**src/ebus_pkg.sv**
```systemverilog
`default_nettype none
package ebus_pkg;
	localparam int CLK_PERIOD_PS = 5000;
	localparam int MIN_TRANSITION_PS = 12500;
	localparam int HALF_STEP_CYCLES = (MIN_TRANSITION_PS + CLK_PERIOD_PS - 1) / CLK_PERIOD_PS;
	localparam int STEP_CYCLES = 2 * HALF_STEP_CYCLES;
	localparam int CS_COUNT = 2;

	localparam logic [3:0] REG_CTRL = 4'h0;
	localparam logic [3:0] REG_TIMING0 = 4'h1;
	localparam logic [3:0] REG_TIMING1 = 4'h2;
	localparam logic [3:0] REG_WINDOW = 4'h3;
	localparam logic [3:0] REG_ADDR = 4'h4;
	localparam logic [3:0] REG_WDATA = 4'h5;
	localparam logic [3:0] REG_CMD = 4'h6;
	localparam logic [3:0] REG_STATUS = 4'h7;
	localparam logic [3:0] REG_RDATA = 4'h8;

	localparam int CTRL_MUX_BIT = 0;
	localparam int CTRL_RDY_EN_BIT = 1;
	localparam int CTRL_RDY_HIGH_BIT = 2;
	localparam int CTRL_RDY_ASYNC_BIT = 3;
	localparam int CTRL_BUS_REFERENCE_CLOCK_OUT_BIT = 4;
	localparam int CMD_READ_BIT = 0;
	localparam int CMD_WRITE_BIT = 1;
	localparam int STATUS_BUSY_BIT = 0;
	localparam int STATUS_DONE_BIT = 1;
	localparam int STATUS_CS_BIT = 2;

	localparam logic [4:0] CTRL_RESET = 5'h00;
	localparam logic [13:0] TIMING_RESET = 14'h3fff;
	localparam logic [7:0] WINDOW_RESET = 8'h80;

	// address setup and access fields hold length minus one
	typedef struct packed {
		logic [1:0] hold_phase_length;
		logic [4:0] access_phase_length;
		logic data_setup_tristate_length;
		logic [1:0] command_delay_length;
		logic [1:0] window_change_extra;
		logic [1:0] address_setup_length;
	} chip_select_timing_config_t;

	typedef enum logic [2:0] {
		ST_IDLE = 3'b000,
		ST_ADDR = 3'b001,
		ST_CMD = 3'b011,
		ST_DSET = 3'b010,
		ST_ACC = 3'b110,
		ST_RDYW = 3'b111,
		ST_HOLD = 3'b101
	} bus_phase_t;
endpackage
`default_nettype wire

```
**src/ebus_if.sv**
```systemverilog
`timescale 1ns/1ps
`default_nettype none
interface ebus_if;
	logic tick;
	logic half_high;
	logic ready_async;
	logic ready_high;
	logic ready_active;
	modport timer (output tick, output half_high);
	modport ready (input ready_async, input ready_high, output ready_active);
	modport ctl (input tick, input half_high, input ready_active, output ready_async,
		output ready_high);
endinterface
`default_nettype wire

```
**src/step_timer.sv**
```systemverilog
`timescale 1ns/1ps
`default_nettype none
module step_timer import ebus_pkg::*; #(
	parameter int STEPS = STEP_CYCLES
) (
	input wire logic ref_clk,
	input wire logic rst,
	ebus_if.timer link
);
	logic [3:0] cyc;
	logic [3:0] next_cyc;

	if (STEPS < 2 || STEPS > 15 || (STEPS % 2) != 0) begin : g_bad_steps
		$error("step_timer: STEPS must be even and within 2..14");
	end

	assign next_cyc = (cyc == 4'(STEPS - 1)) ? 4'h0 : cyc + 4'h1;

	always_ff @(posedge ref_clk or posedge rst) begin
		if (rst) begin
			cyc <= 4'h0;
		end else begin
			cyc <= next_cyc;
		end
	end

	// tick marks the first cycle of each timing step
	always_ff @(posedge ref_clk or posedge rst) begin
		if (rst) begin
			link.tick <= 1'b0;
			link.half_high <= 1'b0;
		end else begin
			link.tick <= (next_cyc == 4'h0);
			link.half_high <= (next_cyc < 4'(STEPS / 2));
		end
	end
endmodule // step_timer
`default_nettype wire

```
**src/ready_sampler.sv**
```systemverilog
`timescale 1ns/1ps
`default_nettype none
module ready_sampler (
	input wire logic ref_clk,
	input wire logic rst,
	input wire logic ready_in,
	ebus_if.ready link
);
	logic meta;
	logic sync;
	logic extra;

	always_ff @(posedge ref_clk or posedge rst) begin
		if (rst) begin
			meta <= 1'b0;
			sync <= 1'b0;
			extra <= 1'b0;
		end else begin
			meta <= ready_in;
			sync <= meta;
			extra <= sync;
		end
	end

	// extra stage in async mode trades one wait state for safe sampling
	always_ff @(posedge ref_clk or posedge rst) begin
		if (rst) begin
			link.ready_active <= 1'b0;
		end else begin
			link.ready_active <= ((link.ready_async ? extra : sync) == link.ready_high);
		end
	end
endmodule // ready_sampler
`default_nettype wire

```
**src/external_bus_controller.sv**
```systemverilog
// Overview of operation
// - five phases in fixed order per cycle
// - phase lengths from per chip select config
// - address setup 1..4 steps, +0..3 on window change
// - command delay 0..3, data setup 0..1 steps
// - access 1..32 steps, ready may extend
// - hold phase 0..3 steps
// - read data captured as read strobe rises
// - address change must not disturb reads
// - bus transitions at least 12.5 ns apart
// - reference clock driven out, one period per step
// - multiplexed shared lines or separate address/data buses
// - ready polarity selectable, sync or async sampling
// - inactive ready adds wait, active ends cycle
`timescale 1ns/1ps
`default_nettype none
module external_bus_controller import ebus_pkg::*; (
	input wire logic ref_clk,
	input wire logic rst,
	input wire logic [3:0] avs_address,
	input wire logic avs_read,
	input wire logic avs_write,
	input wire logic [31:0] avs_writedata,
	input wire logic [3:0] avs_byteenable,
	output logic [31:0] avs_readdata,
	output logic avs_waitrequest,
	output logic [CS_COUNT-1:0] chip_select_n,
	output logic address_latch_enable,
	output logic read_strobe_n,
	output logic write_strobe_n,
	output logic upper_byte_enable_n,
	output logic [23:0] address_lines,
	input wire logic [15:0] data_lines_in,
	output logic [15:0] data_lines_out,
	output logic data_lines_oe,
	input wire logic [15:0] shared_address_data_lines_in,
	output logic [15:0] shared_address_data_lines_out,
	output logic shared_address_data_lines_oe,
	input wire logic ready_in,
	output logic bus_reference_clock_out
);
	ebus_if bus_if ();

	logic [4:0] ctrl;
	chip_select_timing_config_t timing [CS_COUNT];
	logic [7:0] window_base;
	logic [23:0] req_addr;
	logic [15:0] req_wdata;
	logic [15:0] rdata;
	logic done;
	logic pending;
	logic is_write;
	logic cur_cs;
	logic last_cs;
	logic cs_known;
	bus_phase_t state;
	bus_phase_t next_state;
	logic [5:0] rem;
	logic [5:0] next_rem;
	logic [15:0] data_meta;
	logic [15:0] data_sync;
	logic [15:0] shared_meta;
	logic [15:0] shared_sync;
	logic [31:0] rd_word;
	logic [31:0] merged;
	logic wr_en;
	logic busy;
	logic sel_cs;
	logic next_cs;
	logic leaving_access;
	chip_select_timing_config_t cfg;
	chip_select_timing_config_t sel_cfg;

	step_timer u_timer (
		.ref_clk(ref_clk),
		.rst(rst),
		.link(bus_if.timer)
	);

	ready_sampler u_ready (
		.ref_clk(ref_clk),
		.rst(rst),
		.ready_in(ready_in),
		.link(bus_if.ready)
	);

	assign bus_if.ready_async = ctrl[CTRL_RDY_ASYNC_BIT];
	assign bus_if.ready_high = ctrl[CTRL_RDY_HIGH_BIT];

	function automatic logic [31:0] merge(input logic [31:0] old, input logic [31:0] nw,
		input logic [3:0] be);
		logic [31:0] r;
		r = old;
		for (int i = 0; i < 4; i++) begin
			if (be[i]) begin
				r[8*i +: 8] = nw[8*i +: 8];
			end
		end
		return r;
	endfunction

	// first phase at or after s that has a non-zero length
	function automatic bus_phase_t skip_empty(input bus_phase_t s,
		input chip_select_timing_config_t c);
		bus_phase_t r;
		r = s;
		if (r == ST_CMD && c.command_delay_length == 2'h0) begin
			r = ST_DSET;
		end
		if (r == ST_DSET && !c.data_setup_tristate_length) begin
			r = ST_ACC;
		end
		if (r == ST_HOLD && c.hold_phase_length == 2'h0) begin
			r = ST_IDLE;
		end
		return r;
	endfunction

	function automatic logic [5:0] phase_len(input bus_phase_t s,
		input chip_select_timing_config_t c);
		case (s)
			ST_CMD: phase_len = {4'h0, c.command_delay_length};
			ST_DSET: phase_len = {5'h00, c.data_setup_tristate_length};
			ST_ACC: phase_len = {1'b0, c.access_phase_length} + 6'h01;
			ST_HOLD: phase_len = {4'h0, c.hold_phase_length};
			default: phase_len = 6'h01;
		endcase
	endfunction

	// register bus: one wait cycle, then the request is taken
	assign wr_en = avs_write && !avs_waitrequest;
	assign busy = pending || (state != ST_IDLE);
	assign merged = merge(rd_word, avs_writedata, avs_byteenable);

	always_comb begin
		rd_word = '0;
		if (avs_address == REG_CTRL) begin
			rd_word[4:0] = ctrl;
		end else if (avs_address == REG_TIMING0) begin
			rd_word[13:0] = timing[0];
		end else if (avs_address == REG_TIMING1) begin
			rd_word[13:0] = timing[1];
		end else if (avs_address == REG_WINDOW) begin
			rd_word[7:0] = window_base;
		end else if (avs_address == REG_ADDR) begin
			rd_word[23:0] = req_addr;
		end else if (avs_address == REG_WDATA) begin
			rd_word[15:0] = req_wdata;
		end else if (avs_address == REG_STATUS) begin
			rd_word[STATUS_BUSY_BIT] = busy;
			rd_word[STATUS_DONE_BIT] = done;
			rd_word[STATUS_CS_BIT] = last_cs;
		end else if (avs_address == REG_RDATA) begin
			rd_word[15:0] = rdata;
		end
	end

	always_ff @(posedge ref_clk or posedge rst) begin
		if (rst) begin
			avs_waitrequest <= 1'b1;
		end else if (!avs_waitrequest) begin
			avs_waitrequest <= 1'b1;
		end else if (avs_read || avs_write) begin
			avs_waitrequest <= 1'b0;
		end
	end

	always_ff @(posedge ref_clk or posedge rst) begin
		if (rst) begin
			avs_readdata <= '0;
		end else if (avs_read && avs_waitrequest) begin
			avs_readdata <= rd_word;
		end
	end

	// timing is not locked while busy: software must not retune a live cycle
	always_ff @(posedge ref_clk or posedge rst) begin
		if (rst) begin
			ctrl <= CTRL_RESET;
			timing[0] <= TIMING_RESET;
			timing[1] <= TIMING_RESET;
			window_base <= WINDOW_RESET;
			req_addr <= '0;
			req_wdata <= '0;
		end else if (wr_en) begin
			if (avs_address == REG_CTRL) begin
				ctrl <= merged[4:0];
			end else if (avs_address == REG_TIMING0) begin
				timing[0] <= merged[13:0];
			end else if (avs_address == REG_TIMING1) begin
				timing[1] <= merged[13:0];
			end else if (avs_address == REG_WINDOW) begin
				window_base <= merged[7:0];
			end else if (avs_address == REG_ADDR && !busy) begin
				req_addr <= merged[23:0];
			end else if (avs_address == REG_WDATA && !busy) begin
				req_wdata <= merged[15:0];
			end
		end
	end

	// data pin inputs pass two flip-flops before use
	always_ff @(posedge ref_clk or posedge rst) begin
		if (rst) begin
			data_meta <= '0;
			data_sync <= '0;
			shared_meta <= '0;
			shared_sync <= '0;
		end else begin
			data_meta <= data_lines_in;
			data_sync <= data_meta;
			shared_meta <= shared_address_data_lines_in;
			shared_sync <= shared_meta;
		end
	end

	assign sel_cs = (req_addr[23:16] >= window_base);
	assign sel_cfg = timing[sel_cs];
	assign cfg = timing[cur_cs];
	assign next_cs = (state == ST_IDLE) ? sel_cs : cur_cs;
	assign leaving_access = (state == ST_ACC || state == ST_RDYW) &&
		!(next_state == ST_ACC || next_state == ST_RDYW);

	// phases only advance on step boundaries, so every phase-driven pin change is a step apart
	always_comb begin
		next_state = state;
		next_rem = rem;
		if (bus_if.tick) begin
			case (state)
				ST_IDLE: begin
					if (pending) begin
						next_state = ST_ADDR;
						next_rem = {4'h0, sel_cfg.address_setup_length} + 6'h01;
						if (!cs_known || sel_cs != last_cs) begin
							next_rem = next_rem + {4'h0, sel_cfg.window_change_extra};
						end
					end
				end
				ST_ADDR, ST_CMD, ST_DSET, ST_HOLD: begin
					if (rem > 6'h01) begin
						next_rem = rem - 6'h01;
					end else begin
						case (state)
							ST_ADDR: next_state = skip_empty(ST_CMD, cfg);
							ST_CMD: next_state = skip_empty(ST_DSET, cfg);
							ST_DSET: next_state = ST_ACC;
							default: next_state = ST_IDLE;
						endcase
						next_rem = phase_len(next_state, cfg);
					end
				end
				ST_ACC: begin
					if (rem > 6'h01) begin
						next_rem = rem - 6'h01;
					end else if (ctrl[CTRL_RDY_EN_BIT] &&
						(ctrl[CTRL_RDY_ASYNC_BIT] || !bus_if.ready_active)) begin
						next_state = ST_RDYW;
						next_rem = 6'h01;
					end else begin
						next_state = skip_empty(ST_HOLD, cfg);
						next_rem = phase_len(next_state, cfg);
					end
				end
				ST_RDYW: begin
					if (bus_if.ready_active) begin
						next_state = skip_empty(ST_HOLD, cfg);
						next_rem = phase_len(next_state, cfg);
					end
				end
				default: begin
					next_state = ST_IDLE;
					next_rem = 6'h01;
				end
			endcase
		end
	end

	always_ff @(posedge ref_clk or posedge rst) begin
		if (rst) begin
			state <= ST_IDLE;
			rem <= 6'h01;
			cur_cs <= 1'b0;
			is_write <= 1'b0;
		end else begin
			state <= next_state;
			rem <= next_rem;
			cur_cs <= next_cs;
			if (wr_en && avs_address == REG_CMD && !busy) begin
				is_write <= merged[CMD_WRITE_BIT];
			end
		end
	end

	// a new request in the cycle that ends the old one sees busy and is ignored
	always_ff @(posedge ref_clk or posedge rst) begin
		if (rst) begin
			pending <= 1'b0;
			done <= 1'b0;
			last_cs <= 1'b0;
			cs_known <= 1'b0;
		end else begin
			if (wr_en && avs_address == REG_CMD && !busy &&
				(merged[CMD_READ_BIT] || merged[CMD_WRITE_BIT])) begin
				pending <= 1'b1;
			end else if (state == ST_IDLE && next_state == ST_ADDR) begin
				pending <= 1'b0;
				last_cs <= sel_cs;
				cs_known <= 1'b1;
			end
			if (state != ST_IDLE && next_state == ST_IDLE) begin
				done <= 1'b1;
			end else if (wr_en && avs_address == REG_STATUS && merged[STATUS_DONE_BIT]) begin
				done <= 1'b0;
			end
		end
	end

	// read data latched on the edge that raises the read strobe
	always_ff @(posedge ref_clk or posedge rst) begin
		if (rst) begin
			rdata <= '0;
		end else if (leaving_access && !is_write) begin
			rdata <= ctrl[CTRL_MUX_BIT] ? shared_sync : data_sync;
		end
	end

	// pins are registered from the next phase so they move with the state
	always_ff @(posedge ref_clk or posedge rst) begin
		if (rst) begin
			chip_select_n <= '1;
			address_latch_enable <= 1'b0;
			read_strobe_n <= 1'b1;
			write_strobe_n <= 1'b1;
			upper_byte_enable_n <= 1'b1;
		end else begin
			for (int i = 0; i < CS_COUNT; i++) begin
				chip_select_n[i] <= !(next_state != ST_IDLE && next_cs == 1'(i));
			end
			address_latch_enable <= ctrl[CTRL_MUX_BIT] && next_state == ST_ADDR;
			read_strobe_n <= !(!is_write && (next_state == ST_ACC || next_state == ST_RDYW));
			write_strobe_n <= !(is_write && (next_state == ST_ACC || next_state == ST_RDYW));
			upper_byte_enable_n <= (next_state == ST_IDLE);
		end
	end

	// address stays put until the next cycle, so a late change never hits a read
	always_ff @(posedge ref_clk or posedge rst) begin
		if (rst) begin
			address_lines <= '0;
			data_lines_out <= '0;
			data_lines_oe <= 1'b0;
			shared_address_data_lines_out <= '0;
			shared_address_data_lines_oe <= 1'b0;
		end else begin
			if (state == ST_IDLE && next_state == ST_ADDR) begin
				address_lines <= req_addr;
			end
			data_lines_out <= req_wdata;
			data_lines_oe <= !ctrl[CTRL_MUX_BIT] && is_write && (next_state == ST_DSET ||
				next_state == ST_ACC || next_state == ST_RDYW || next_state == ST_HOLD);
			if (next_state == ST_ADDR || next_state == ST_CMD) begin
				shared_address_data_lines_out <= req_addr[15:0];
				shared_address_data_lines_oe <= ctrl[CTRL_MUX_BIT];
			end else begin
				shared_address_data_lines_out <= req_wdata;
				shared_address_data_lines_oe <= ctrl[CTRL_MUX_BIT] && is_write &&
					next_state != ST_IDLE;
			end
		end
	end

	always_ff @(posedge ref_clk or posedge rst) begin
		if (rst) begin
			bus_reference_clock_out <= 1'b0;
		end else begin
			bus_reference_clock_out <= ctrl[CTRL_BUS_REFERENCE_CLOCK_OUT_BIT] && bus_if.half_high;
		end
	end
endmodule // external_bus_controller
`default_nettype wire

```
**config.mk**
```make
export PLATFORM = sky130hd
export DESIGN_NAME = external_bus_controller
export DESIGN_NICKNAME = d
export VERILOG_FILES = /design/src/ebus_pkg.sv /design/src/ebus_if.sv /design/src/step_timer.sv /design/src/ready_sampler.sv /design/src/external_bus_controller.sv
export SDC_FILE = /design/constraint.sdc
export NUM_CORES = 1
export LEC_CHECK = 0
export BUFFER_PORTS_ARGS = -buffer_cell sky130_fd_sc_hd__buf_2
export CORE_MARGIN = 2
export CORE_UTILIZATION = 37
export CTS_CLUSTER_DIAMETER = 60
export DETAILED_ROUTE_END_ITERATION = 10
export HOLD_SLACK_MARGIN = 0.1
export PLACE_DENSITY = 0.63
export SYNTH_ARGS = -nofsm -noshare
export SYNTH_HDL_FRONTEND = slang
export SYNTH_SLANG_ARGS = --single-unit
```
**constraint.sdc**
```tcl
create_clock -name ref_clk -period 8.9 [get_ports ref_clk]
set_input_delay 0.445 -clock ref_clk [delete_from_list [all_inputs] [get_ports ref_clk]]
set_output_delay 0.445 -clock ref_clk [all_outputs]
set_load 0.1 [all_outputs]
```
# == Word level (Yosys, flattened, before mapping) ==
# Cells that the tools add are included.
# totals
out_inout_bits,98
inputBits,77
regBits,276
wordCells,265
# op_classes
eq_ne,40
n_addsub,5
reduce_logical,69
n_bitwise,9
muxes,88
order_cmp,5
# op_table
op,n
16-bit 2-to-1 mux,13
3-bit 2-to-1 mux,34
6-bit case mux with 4 select lines,4
14-bit 2-to-1 mux,5
"3-bit == test, second input constant",14
8-bit 2-to-1 mux,5
"3-bit by 2-bit == test with 1-bit output, second input constant",11
6-bit 2-to-1 mux,5
1-bit logical AND,27
"4-bit by 3-bit == test with 1-bit output, second input constant",5
10-bit 2-to-1 mux,2
4-bit 2-to-1 mux,5
19-bit 2-to-1 mux,1
13-bit 2-to-1 mux,1
1-bit zero test,12
3-bit case mux with 4 select lines,1
1-bit logical OR,11
1-bit 2-to-1 mux,10
3-bit case mux with 3 select lines,1
"4-bit by 2-bit == test with 1-bit output, second input constant",2
8-bit >= comparator,1
4-bit zero test,2
1-bit inverter,7
7-bit AND reduction,1
27 further kinds,36

# == Logic depth before layout (Yosys ltp) ==
# Gate-level depths: netlist of the first run.
# logic_depth
ltp_word,32
ltp_mapped,14

# == Cells and area by module ==
# From an unflattened synthesis of the first run, not the netlist that was laid out.
# unflattened
hier_cells,969
hier_area_um2,12132.9
# modules_own_cells
mod,n_inst,cells_per_inst,area_per_inst_um2
external_bus_controller,1,938,11751.3
step_timer,1,24,259.0
ready_sampler,1,7,122.6

# == Least setup slack after synthesis of the first run ==
# No wires, ideal clock.
# synth_path
path_type,register to register
start,register window_base[7]
end,register rem[2]
setup_ns,0.087
synth_period_minus_slack_ns,3.648
path_slack_ns,5.252
t_arrival_ns,3.562
required_ns,8.813
stages_incl_launch_ff,12
cell_sequence,dfstp_2 -> inv_1 -> ha_1 -> a2111oi_0 -> o21ai_0 -> o21ai_1 -> mux2_2 -> ha_1 -> inv_1 -> fa_1 -> or2_2 -> o211ai_1
# synth_via
elab_chain_len,10
elab_cells_between_ends,12
classes_between,add/sub: 2; order compare: 1; eq/ne: 1; mux: 6; bitwise: 1; reduce/logical: 1
# synth_rtl
element,line_no,text
start: declaration,external_bus_controller.sv:46,logic [7:0] window_base;
start signal: assignment,external_bus_controller.sv:193,window_base <= merged[7:0];
8-bit >= comparator *,external_bus_controller.sv:217,assign sel_cs = (req_addr[23:16] >= window_base);
1-bit inverter with 2-bit output (not written as such),external_bus_controller.sv:218,assign sel_cfg = timing[sel_cs];
4-bit 2-to-1 mux (not written as such) (3 in a row),external_bus_controller.sv:218,
2-bit by 1-bit adder with 3-bit output,external_bus_controller.sv:233,"next_rem = {4'h0, sel_cfg.address_setup_length} + 6'h01;"
3-bit by 2-bit adder with 4-bit output,external_bus_controller.sv:235,"next_rem = next_rem + {4'h0, sel_cfg.window_change_extra};"
4-bit 2-to-1 mux *,external_bus_controller.sv:234,if (!cs_known || sel_cs != last_cs) begin
6-bit 2-to-1 mux *,external_bus_controller.sv:231,if (pending) begin
6-bit case mux with 4 select lines *,external_bus_controller.sv:229,case (state)
end signal: assignment,external_bus_controller.sv:286,rem <= next_rem;
end: declaration,external_bus_controller.sv:58,logic [5:0] rem;
# Every way passes the cells marked *; elsewhere a longest branch is shown, timed or not. The select of a mux whose other input is x is not followed.
# A chain may end at the register's enable or synchronous reset.

# == Worst setup path after layout of the first run ==
# layout_path
start,register window_base[7]
end,register rem[1]
# Same word-level chain as after synthesis.

==> run summary, run 1 <==
CLOCKING
--------------------------------------------------------------------------------
Setup bufs post-CTS                                                            0
Sink count of the clock tree                                                 276
CTS H-tree lvls                                                                2
TritonCTS clock tree                                                        done
Root Buffer                                                         sky130_fd_sc_hd__clkbuf_16
Number of buffers inserted during clock tree synthesis                        34
Clock latency reported for the late side of the worst-skew pair          0.51 ns
Max Root-Sink Buffers                                                          3
CTS-repair resized insts                                                       0
Clock Pin Slew Worst Setup and Hold Paths                                0.06 ns

SYNTH
--------------------------------------------------------------------------------
Post-synth top area share                                                  0.502
Asr flop ratio synth                                                        1.00
Post-synthesis area per instance                                        11.6 um2
Cell area after synthesis                                             12,000 um2
Share of synthesized area occupied by flip-flops and latches               0.581
Number of enable flip-flop cells after synthesis                               0
Count of cell types in the netlist                                            76
Synthesized instance count                                                 1,034
Largest area contributor in the netlist                             sky130_fd_sc_hd__dfrtp_1
Number of synthesis warnings                                                   0
Leading post-synthesis cells by cell area                           sky130_fd_sc_hd__dfrtp_1 50%, sky130_fd_sc_hd__dfstp_2 7.9%, sky130_fd_sc_hd__mux2_2 6.4%
Synth Flop Type                                                     sky130_fd_sc_hd__dfrtp_1
Number of flip-flops and latches in the synthesized netlist                  276

DETAILED ROUTING
--------------------------------------------------------------------------------
Via count of the routed design                                             8,680
Vias per cell                                                               5.27
Wirelength per Cell                                                      19.5 um
Drt total wl                                                           32,200 um
Number of nets with antenna violations after detailed routing                  0
Violation count after the first detailed-route iteration                     709
Number of remaining DRC errors                                                 0
Pre-antenna DRT Iters                                                          5

GRT
--------------------------------------------------------------------------------
Via count of the first global-routing pass                                 8,526
Total routing usage reported by global routing                             0.192
Largest net degree at the start of global routing                            144
First-pass GRT wire length                                             49,800 um
Number of antenna violations at the first check in global routing              2
Overflow left after global routing                                             0

TIMING
--------------------------------------------------------------------------------
Max-Slew Margin vs Limit                                                   0.210
Setup violators final                                                          0
Share of the clock period used by the worst path after layout              0.470
Setup repair after global routing missed its margin                        false
Achievable frequency                                                     239 MHz
Slew at the pin closest to its max-slew limit                            1.18 ns
Final max-slew violation count                                                 0
Final-layout setup total negative slack                                     0 ns
Final hold violations                                                          0
Crit path time final                                                     4.19 ns
Smallest setup slack after layout                                        4.71 ns
Largest clock skew in the final design                                 0.0142 ns

PWR
--------------------------------------------------------------------------------
Pwr per Cell Area                                                     286 nW/um2
Overall power after layout                                               4.18 mW
Worst vdd ir                                                              156 uV
Leakage power                                                            6.82 nW

FINAL LAYOUT
--------------------------------------------------------------------------------
Filler Cells Inserted                                                      2,915
Final core utilization                                                     0.461
Commonest cells after routing, fill and taps aside                  240 x sky130_fd_sc_hd__dfrtp_1, 157 x sky130_fd_sc_hd__buf_2, 120 x sky130_fd_sc_hd__nand2_1
Growth of design area from synthesis to finish                             22.0%
# nets final                                                               1,309
Most common library cell in the layout ignoring fill and taps       sky130_fd_sc_hd__dfrtp_1
Post-route non-filler standard cell count                                  1,646
Fraction of final layout cells with drive strength greater than 1          0.284

SETUP PATH
--------------------------------------------------------------------------------
Crit path capture                                                         rem[1]
Largest incremental delay on the critical path                           0.79 ns
Maximum fanout along the worst path                                            8
R2R Path End                                                              rem[1]
Startpoint of the worst register-to-register path                   window_base[7]
Worst setup path category                                             reg -> reg
Critical path, cell by cell                                         inv_1, ha_1, a2111oi_0, o21ai_0, o21ai_1, mux2_2, ha_1, inv_1, fa_1, mux2_2, o221ai_1
Type of destination of the critical path                               flip-flop
Worst R2R Setup Slack                                                    4.71 ns
Slowest cell on crit path                                           sky130_fd_sc_hd__a2111oi_0
Data required time at the worst endpoint                                 9.31 ns
Critical Path Start                                                 window_base[7]
Arrival time at the worst endpoint                                       4.60 ns
Reg2reg path depth                                                            11
Nature of the critical path startpoint                                 flip-flop

PLACE
--------------------------------------------------------------------------------
Global placer's final weighted congestion                                  0.875
DP Worst Slack                                                           4.73 ns
Count of port buffers added during placement                                 157
Detail Placement HPWL                                                  22,200 um
Total placed cells including tap cells                                     1,549

DIE
--------------------------------------------------------------------------------
Chip width                                                                184 um
Die extent in y                                                           184 um
Core Area                                                             31,700 um2
I/O pin count                                                                175
DIE AREA                                                              33,800 um2
# rows                                                                        65
Effective utilization at floorplan                                         0.378

RUN STATUS
--------------------------------------------------------------------------------
Status                                                                 completed

FLOW RUN
--------------------------------------------------------------------------------
Reported max-cap violation count                                               0

HOLD PATH
--------------------------------------------------------------------------------
Hold Path Class                                                      in -> async

synthesized netlist by cell type, drive strengths merged (12+ instances only):
master,n
buf,26
nand2,120
inv,35
nor3,30
mux2,102
dfrtp,240
o21ai,91
nor2b,12
nand2b,13
a22oi,13
mux2i,27
ha,14
clkbuf,33
dfstp,36
a21oi,46
nor2,45
area by class of cell:
cell class | count | area (um2) | area share
Sequential cell | 276 | 6950 | 0.476
Timing Repair Buffer | 199 | 1200 | 0.0820
Inverter | 35 | 139 | 0.00950
Antenna cell | 1 | 2.50 | 0.000171
Tap cell | 402 | 503 | 0.0344
Clock buffer | 42 | 932 | 0.0638
Clock inverter | 20 | 254 | 0.0174
Multi-Input combinational cell | 671 | 4630 | 0.317
report_power, final:
group          switching, mW  total (mW)  internal (mW)
clock network          0.559        1.44          0.878
logic                  0.814        1.13          0.321
registers              0.170        1.61           1.44
total                   1.54        4.18           2.63
metal layers:
| metal | global-route usage | wire length, um | vias up |
|---|---|---|---|
| met5 | 0 | 0 | - |
| met4 | 0.0531 | 642 | 0 |
| met3 | 0.0303 | 1950 | 41 |
| met2 | 0.300 | 14700 | 301 |
| met1 | 0.277 | 14900 | 4300 |
| li1 | - | - | 4038 |
registers in the layout (all words and copies together), names as in the netlist, 4 cells and up:
register / count
shared_address_data_lines_out: 16
data_lines_out: 16
data_meta: 16
data_sync: 16
window_base: 8
req_wdata: 16
shared_sync: 16
rem: 6
req_addr: 24
avs_readdata: 24
ctrl: 5
shared_meta: 16
rdata: 16
address_lines: 24
timing: 28
u_timer.cyc: 4
critical path, delay by kind of cell (launching register included):
kind | cells | cell delay [ns]
AO/OA/AOI/OAI | 4 | 1.74
adder cells (fa/ha/maj) | 3 | 0.96
multiplexers | 2 | 0.70
flip-flops | 1 | 0.56
buffers and inverters | 2 | 0.13
how the worst min path moves through the flow:
stage                    from                to  slack [ns]  depth (start not counted)
3_5_place_dp   shared_meta[4]    shared_sync[4]        0.33                          0
6_report                  rst  address_lines[5]        0.12                          2
3_3_place_gp     data_meta[3]      data_sync[3]        0.33                          0
4_1_cts             avs_write   avs_waitrequest        0.11                          2
5_1_grt             avs_write   avs_waitrequest        0.13                          2
2_1_floorplan    data_meta[0]      data_sync[0]        0.33                          0
cells by family (layout without fill, tap and decap cells):
kind of cell               Yosys count  count (layout)  synth area share
adders and majority gates           15              15            0.0163
DFF                                276             276             0.581
and+or+nand+nor                    273             273             0.109
xor gates and xnor gates             8               8           0.00585
muxes                              129             129             0.121
other                                1               9          0.000313
buffers and inverters               94             296            0.0354
AOI/OAI and AO/OA                  238             238             0.132
what timing repair did:
item	CTS	global route
setup endpoints to repair	0	0
hold buffers	34	0
hold endpoints to repair	34	0
stage by stage:
stage                     hold slack [ns]  cell area [um2]
after global routing                0.133            14600
after floorplan                     0.331            12000
after detailed placement            0.335            13100
after CTS                           0.110            14600
final                               0.120            14600
after global placement              0.335            13100
No activity file was read; power rests on OpenSTA's default activity.
==> inputs of run 2 (changes only) <==
==> constraint.sdc (replaced) <==
create_clock -name ref_clk -period 4.2 [get_ports ref_clk]
set_input_delay 0.21 -clock ref_clk [delete_from_list [all_inputs] [get_ports ref_clk]]
set_output_delay 0.21 -clock ref_clk [all_outputs]
set_load 0.1 [all_outputs]
==> run 2 against run 1 <==
Hold slack improved by 0.0092 ns. Cell count is 1.6% higher. Total power up 120%. Core utilization increased by 0.97 points. Critical path type unchanged. Largest cell class unchanged.
==> run summary, run 2 (synthesis results as in run 1) <==
TIMING
--------------------------------------------------------------------------------
Final max-slew violation count                                                 0
Achievable frequency                                                     261 MHz
Setup repair after global routing missed its margin                        false
Final-layout setup total negative slack                                     0 ns
Slew at the pin closest to its max-slew limit                            1.13 ns
Final hold violations                                                          0
Crit path time final                                                     3.83 ns
Max-Slew Margin vs Limit                                                   0.243
Largest clock skew in the final design                                 0.0235 ns
Setup violators final                                                          0
Share of the clock period used by the worst path after layout              0.912

PWR
--------------------------------------------------------------------------------
Pwr per Cell Area                                                     607 nW/um2
Overall power after layout                                               9.05 mW
Leakage power                                                            6.97 nW
Worst vdd ir                                                              327 uV

SETUP PATH
--------------------------------------------------------------------------------
Nature of the critical path startpoint                                 flip-flop
Worst R2R Setup Slack                                                    0.37 ns
Startpoint of the worst register-to-register path                   window_base[5]
Type of destination of the critical path                               flip-flop
Maximum fanout along the worst path                                            8
Reg2reg path depth                                                            12
Largest incremental delay on the critical path                           0.50 ns
Slowest cell on crit path                                           sky130_fd_sc_hd__o21ai_1
Critical path, cell by cell                                         inv_1, ha_1, a2111oi_0, buf_4, o21ai_0, o21ai_1, mux2_2, ha_1, inv_1, fa_1, or2_2, o211ai_1
Data required time at the worst endpoint                                 4.62 ns
Worst setup path category                                             reg -> reg
Arrival time at the worst endpoint                                       4.24 ns
R2R Path End                                                              rem[2]

FINAL LAYOUT
--------------------------------------------------------------------------------
Max reg flops                                                                 28
Growth of design area from synthesis to finish                             24.6%
# nets final                                                               1,334
Commonest cells after routing, fill and taps aside                  240 x sky130_fd_sc_hd__dfrtp_1, 157 x sky130_fd_sc_hd__buf_2, 120 x sky130_fd_sc_hd__nand2_1
Fraction of final layout cells with drive strength greater than 1          0.290
Register with the most flip-flops                                         timing
Most common library cell in the layout ignoring fill and taps       sky130_fd_sc_hd__dfrtp_1

DETAILED ROUTING
--------------------------------------------------------------------------------
Drt total wl                                                           33,000 um
Routed length on met3                                                    1960 um
Via count of the routed design                                             8,759
Vias per cell                                                               5.24
Pre-antenna DRT Iters                                                          5
Number of nets with antenna violations after detailed routing                  0
Highest routed metal layer                                                  met5
Length of routed met2 wiring                                           14,900 um
Violation count after the first detailed-route iteration                     698
Wire length on met1                                                    15,200 um
Number of remaining DRC errors                                                 0
Wirelength per Cell                                                      19.7 um

GRT
--------------------------------------------------------------------------------
Total routing usage reported by global routing                             0.198
Number of antenna violations at the first check in global routing              3
Overflow left after global routing                                             0
First-pass GRT wire length                                             51,200 um
Via count of the first global-routing pass                                 8,755
Largest net degree at the start of global routing                            100

CLOCKING
--------------------------------------------------------------------------------
CTS-repair resized insts                                                       0
Number of buffers inserted during clock tree synthesis                        35
TritonCTS clock tree                                                        done
Root Buffer                                                         sky130_fd_sc_hd__clkbuf_16
CTS H-tree lvls                                                                2
Setup bufs post-CTS                                                            0
Hold-fix buffers, CTS                                                         45
Clock latency reported for the late side of the worst-skew pair          0.52 ns
Sink count of the clock tree                                                 276
Clock Pin Slew Worst Setup and Hold Paths                                0.06 ns
Max Root-Sink Buffers                                                          3

HOLD PATH
--------------------------------------------------------------------------------
End point of the worst hold path                                    req_addr[15]
Startpoint of the worst hold path                                   avs_writedata[15]
Hold Path Class                                                        in -> reg
Instance count along the most critical hold path                               4

RUN STATUS
--------------------------------------------------------------------------------
Status                                                                 completed

FLOW RUN
--------------------------------------------------------------------------------
Reported max-cap violation count                                               0

DIE
--------------------------------------------------------------------------------
I/O pin count                                                                175
Effective utilization at floorplan                                         0.378
# rows                                                                        65
Die extent in y                                                           184 um
Core Area                                                             31,700 um2
Chip width                                                                184 um
DIE AREA                                                              33,800 um2

PLACE
--------------------------------------------------------------------------------
Detail Placement HPWL                                                  23,300 um
Global placer's final weighted congestion                                  0.887
Count of port buffers added during placement                                 157

run 2: changes by cell type in the layout (fill, tap and decap cells not counted), sizes merged:
cell	previous run	this run
clkbuf	42	46
dlygate4sd3	34	45
buf	165	178
diode	1	2
clkinv	10	7
bufinv	4	5
run 2: worst max-delay path by stage:
stage,start,endpoint,slack (ns),cells past startpoint
floorplan,rst,address_latch_enable,0.37,1
CTS,window_base[7],rem[2],0.39,12
finish,window_base[5],rem[2],0.37,12
global route,window_base[5],rem[2],0.08,12
detailed placement,window_base[7],rem[2],0.42,12
global placement,window_base[7],rem[2],0.53,12
run 2: layer usage:
layer  up-vias  global-route usage
li1       4094                   -
met3        49              0.0337
met2       268               0.303
met4         2              0.0650
met1      4346               0.285
met5         -                   0
run 2: stage by stage:
stage	hold slack [ns]	util	area, um2	setup slack, ns	std cells
after CTS	0.116	0.470	14900	0.394	1671
after detailed placement	0.319	0.416	13200	0.417	1562
after floorplan	0.241	-	12000	0.368	1041
after global routing	0.153	0.470	14900	0.0772	1671
after global placement	0.318	0.416	13200	0.533	1562
final	0.129	0.470	14900	0.371	1673
run 2: critical path: cells and delay by family (launching register included):
kind / cells / cell delay (ns)
AOI/OAI and AO/OA: 4 / 1.18
adders and majority gates: 3 / 1.05
buffers and inverters: 3 / 0.36
DFF: 1 / 0.44
muxes: 1 / 0.42
and+or+nand+nor: 1 / 0.30
run 2: cell type report:
cell class | count | area [um2]
fill | 2893 | 16800
tap | 402 | 503
multi-input combinational | 671 | 4630
sequential | 276 | 6950
clock inverter | 18 | 275
antenna | 2 | 5.00
timing repair buffer | 223 | 1420
inverter | 35 | 135
clock buffer | 46 | 998
run 2: power breakdown:
group / total, mW / leakage (nW) / switching [mW] / internal [mW]
Combinational: 2.46 / 2.85 / 1.75 / 0.706
Sequential: 3.38 / 3.49 / 0.332 / 3.04
Clock: 3.21 / 0.628 / 1.19 / 2.02
Total: 9.05 / 6.97 / 3.28 / 5.77
==> inputs of run 3 (changes only) <==
==> constraint.sdc (replaced) <==
create_clock -name ref_clk -period 4.2 [get_ports ref_clk]
set_input_delay 0.84 -clock ref_clk [delete_from_list [all_inputs] [get_ports ref_clk]]
set_output_delay 0.84 -clock ref_clk [all_outputs]
set_load 0.1 [all_outputs]
==> run 3 against run 2 <==
Worst setup slack gained 0.26 ns. Critical path depth increased by 1. Cell count is 2.7% lower. First-iteration DRC count down 11%. Critical endpoint is now rem[1]. Combinational power is 2% lower. Via count fell by 2.6%. Sequential share of layout area grew 1.8 points. Non-clock buffer count is 44 lower. Core utilization fell by 1.7 points. Hold slack improved by 0.22 ns. Clock skew shrank 0.0075 ns.
==> run summary, run 3 (synthesis results as in run 1) <==
FINAL LAYOUT
--------------------------------------------------------------------------------
Commonest cells after routing, fill and taps aside                  240 x sky130_fd_sc_hd__dfrtp_1, 157 x sky130_fd_sc_hd__buf_2, 120 x sky130_fd_sc_hd__nand2_1
Fraction of final layout cells with drive strength greater than 1          0.303
Post-route non-filler standard cell count                                  1,627
Most common library cell in the layout ignoring fill and taps       sky130_fd_sc_hd__dfrtp_1
Max reg flops                                                                 28
# nets final                                                               1,289
Register with the most flip-flops                                         timing
Final core utilization                                                     0.453
Growth of design area from synthesis to finish                             20.0%
Cell area after layout                                                14,400 um2

TIMING
--------------------------------------------------------------------------------
Final hold violations                                                          0
Final max-slew violation count                                                 0
Share of the clock period used by the worst path after layout              0.850
Setup violators final                                                          0
Final-layout setup total negative slack                                     0 ns
Max-Slew Margin vs Limit                                                   0.322
Crit path time final                                                     3.57 ns
Slew at the pin closest to its max-slew limit                            1.01 ns
Setup repair after global routing missed its margin                        false
Achievable frequency                                                     280 MHz
Largest clock skew in the final design                                 0.0160 ns

DETAILED ROUTING
--------------------------------------------------------------------------------
Via count of the routed design                                             8,527
Violation count after the first detailed-route iteration                     622
Pre-antenna DRT Iters                                                          5
Number of remaining DRC errors                                                 0
Number of nets with antenna violations after detailed routing                  0
Drt total wl                                                           31,600 um
Vias per cell                                                               5.24
Wirelength per Cell                                                      19.4 um

SETUP PATH
--------------------------------------------------------------------------------
Maximum fanout along the worst path                                            8
Buf+Inv Stages, Crit Path                                                      4
Type of destination of the critical path                               flip-flop
Number of logic stages on the critical path including buffering               13
Data required time at the worst endpoint                                 4.62 ns
Slowest cell on crit path                                           sky130_fd_sc_hd__dfstp_2
R2R Path End                                                              rem[1]
Arrival time at the worst endpoint                                       4.00 ns
Crit path capture                                                         rem[1]
Critical Path Start                                                 window_base[7]
Largest incremental delay on the critical path                           0.57 ns
Critical path, cell by cell                                         inv_1, ha_1, a2111oi_0, buf_4, o21ai_0, o21ai_1, buf_4, mux2_2, ha_1, inv_1, fa_1, mux2_2, o221ai_1
Startpoint of the worst register-to-register path                   window_base[7]
Reg2reg path depth                                                            13
Nature of the critical path startpoint                                 flip-flop
Largest delay contributor family on the critical path                adder cells
Worst setup path category                                             reg -> reg
Worst R2R Setup Slack                                                    0.63 ns

CLOCKING
--------------------------------------------------------------------------------
Number of buffers inserted during clock tree synthesis                        34
Root Buffer                                                         sky130_fd_sc_hd__clkbuf_16
CTS-repair resized insts                                                       0
Setup bufs post-CTS                                                            0
Sink count of the clock tree                                                 276
Clock Pin Slew Worst Setup and Hold Paths                                0.06 ns
TritonCTS clock tree                                                        done
Max Root-Sink Buffers                                                          3
CTS H-tree lvls                                                                2
Hold-fix buffers, CTS                                                          0
Clock latency reported for the late side of the worst-skew pair          0.52 ns

PWR
--------------------------------------------------------------------------------
Net switching component of the power                                     3.26 mW
Internal                                                                 5.48 mW
Clock share of power                                                       0.336
Leakage power                                                            6.72 nW
Pwr per Cell Area                                                     608 nW/um2
Sw Ratio                                                                   0.373
Sequential share of power                                                  0.388
Worst vdd ir                                                              419 uV
Relative contribution of combinational cells to total power                0.275

DIE
--------------------------------------------------------------------------------
# rows                                                                        65
Core Area                                                             31,700 um2
Chip width                                                                184 um
I/O pin count                                                                175
DIE AREA                                                              33,800 um2
Die extent in y                                                           184 um
Effective utilization at floorplan                                         0.378

PLACE
--------------------------------------------------------------------------------
Total placed cells including tap cells                                     1,563
Placed instance area                                                  13,200 um2
Count of port buffers added during placement                                 157
Global placer's final weighted congestion                                  0.921
Detail Placement HPWL                                                  22,600 um

GRT
--------------------------------------------------------------------------------
Total routing usage reported by global routing                             0.187
Overflow left after global routing                                             0
First-pass GRT wire length                                             48,700 um
Number of antenna violations at the first check in global routing              3
Via count of the first global-routing pass                                 8,223
Largest net degree at the start of global routing                            154

RUN STATUS
--------------------------------------------------------------------------------
Status                                                                 completed

FLOW RUN
--------------------------------------------------------------------------------
Reported max-cap violation count                                               0

HOLD PATH
--------------------------------------------------------------------------------
Startpoint of the worst hold path                                   shared_meta[2]
Hold Path Class                                                       reg -> reg

==> run 3: changes by cell type in the layout (fill, tap and decap cells not counted), sizes merged <==
cell and change:
clkinv +1, dlygate4sd3 -45, bufinv -3, buf +1, clkbuf -6, clkinvlp +6
==> run 3: power groups by stage <==
stage | logic [mW] | registers (mW) | clock network [mW]
floorplan | 1.26 | 3.95 | 0
global placement | 2.38 | 3.43 | 0
detailed placement | 2.40 | 3.43 | 0
CTS | 2.41 | 3.39 | 3.01
global route | 2.57 | 3.44 | 3.13
finish | 2.41 | 3.39 | 2.94
==> run 3: per-layer routing <==
metal	routed length [um]	up-vias	global-route usage	part of all wire
met5	11	-	0	0.00035
met4	654	2	0.0515	0.021
met3	2020	45	0.0333	0.064
met2	14200	283	0.288	0.45
met1	14700	4193	0.272	0.46
li1	-	4004	-	-
==> run 3: cell type report <==
| class | instances | area (um2) |
|---|---|---|
| Timing Repair Buffer | 179 | 988 |
| Clock inverter | 22 | 218 |
| Fill cell | 2981 | 17300 |
| Antenna cell | 2 | 5.00 |
| Multi-Input combinational cell | 671 | 4630 |
| Tap cell | 402 | 503 |
| Clock buffer | 40 | 935 |
| Sequential cell | 276 | 6950 |
| Inverter | 35 | 135 |
==> run 3: how the worst min path moves through the flow <==
stage	depth (start not counted)	endpoint
final	0	shared_sync[2]
after global routing	0	data_sync[12]
after CTS	0	data_sync[12]
after detailed placement	0	data_sync[1]
after global placement	0	data_sync[3]
after floorplan	0	data_sync[0]
==> run 3: per-stage QoR <==
| step | hold WS (ns) | total power, mW | worst slack [ns] |
|---|---|---|---|
| floorplan | 0.331 | 5.21 | -0.262 |
| global placement | 0.336 | 5.81 | 0.720 |
| global route | 0.344 | 9.14 | 0.441 |
| finish | 0.346 | 8.74 | 0.629 |
| CTS | 0.345 | 8.81 | 0.658 |
| detailed placement | 0.335 | 5.83 | 0.675 |
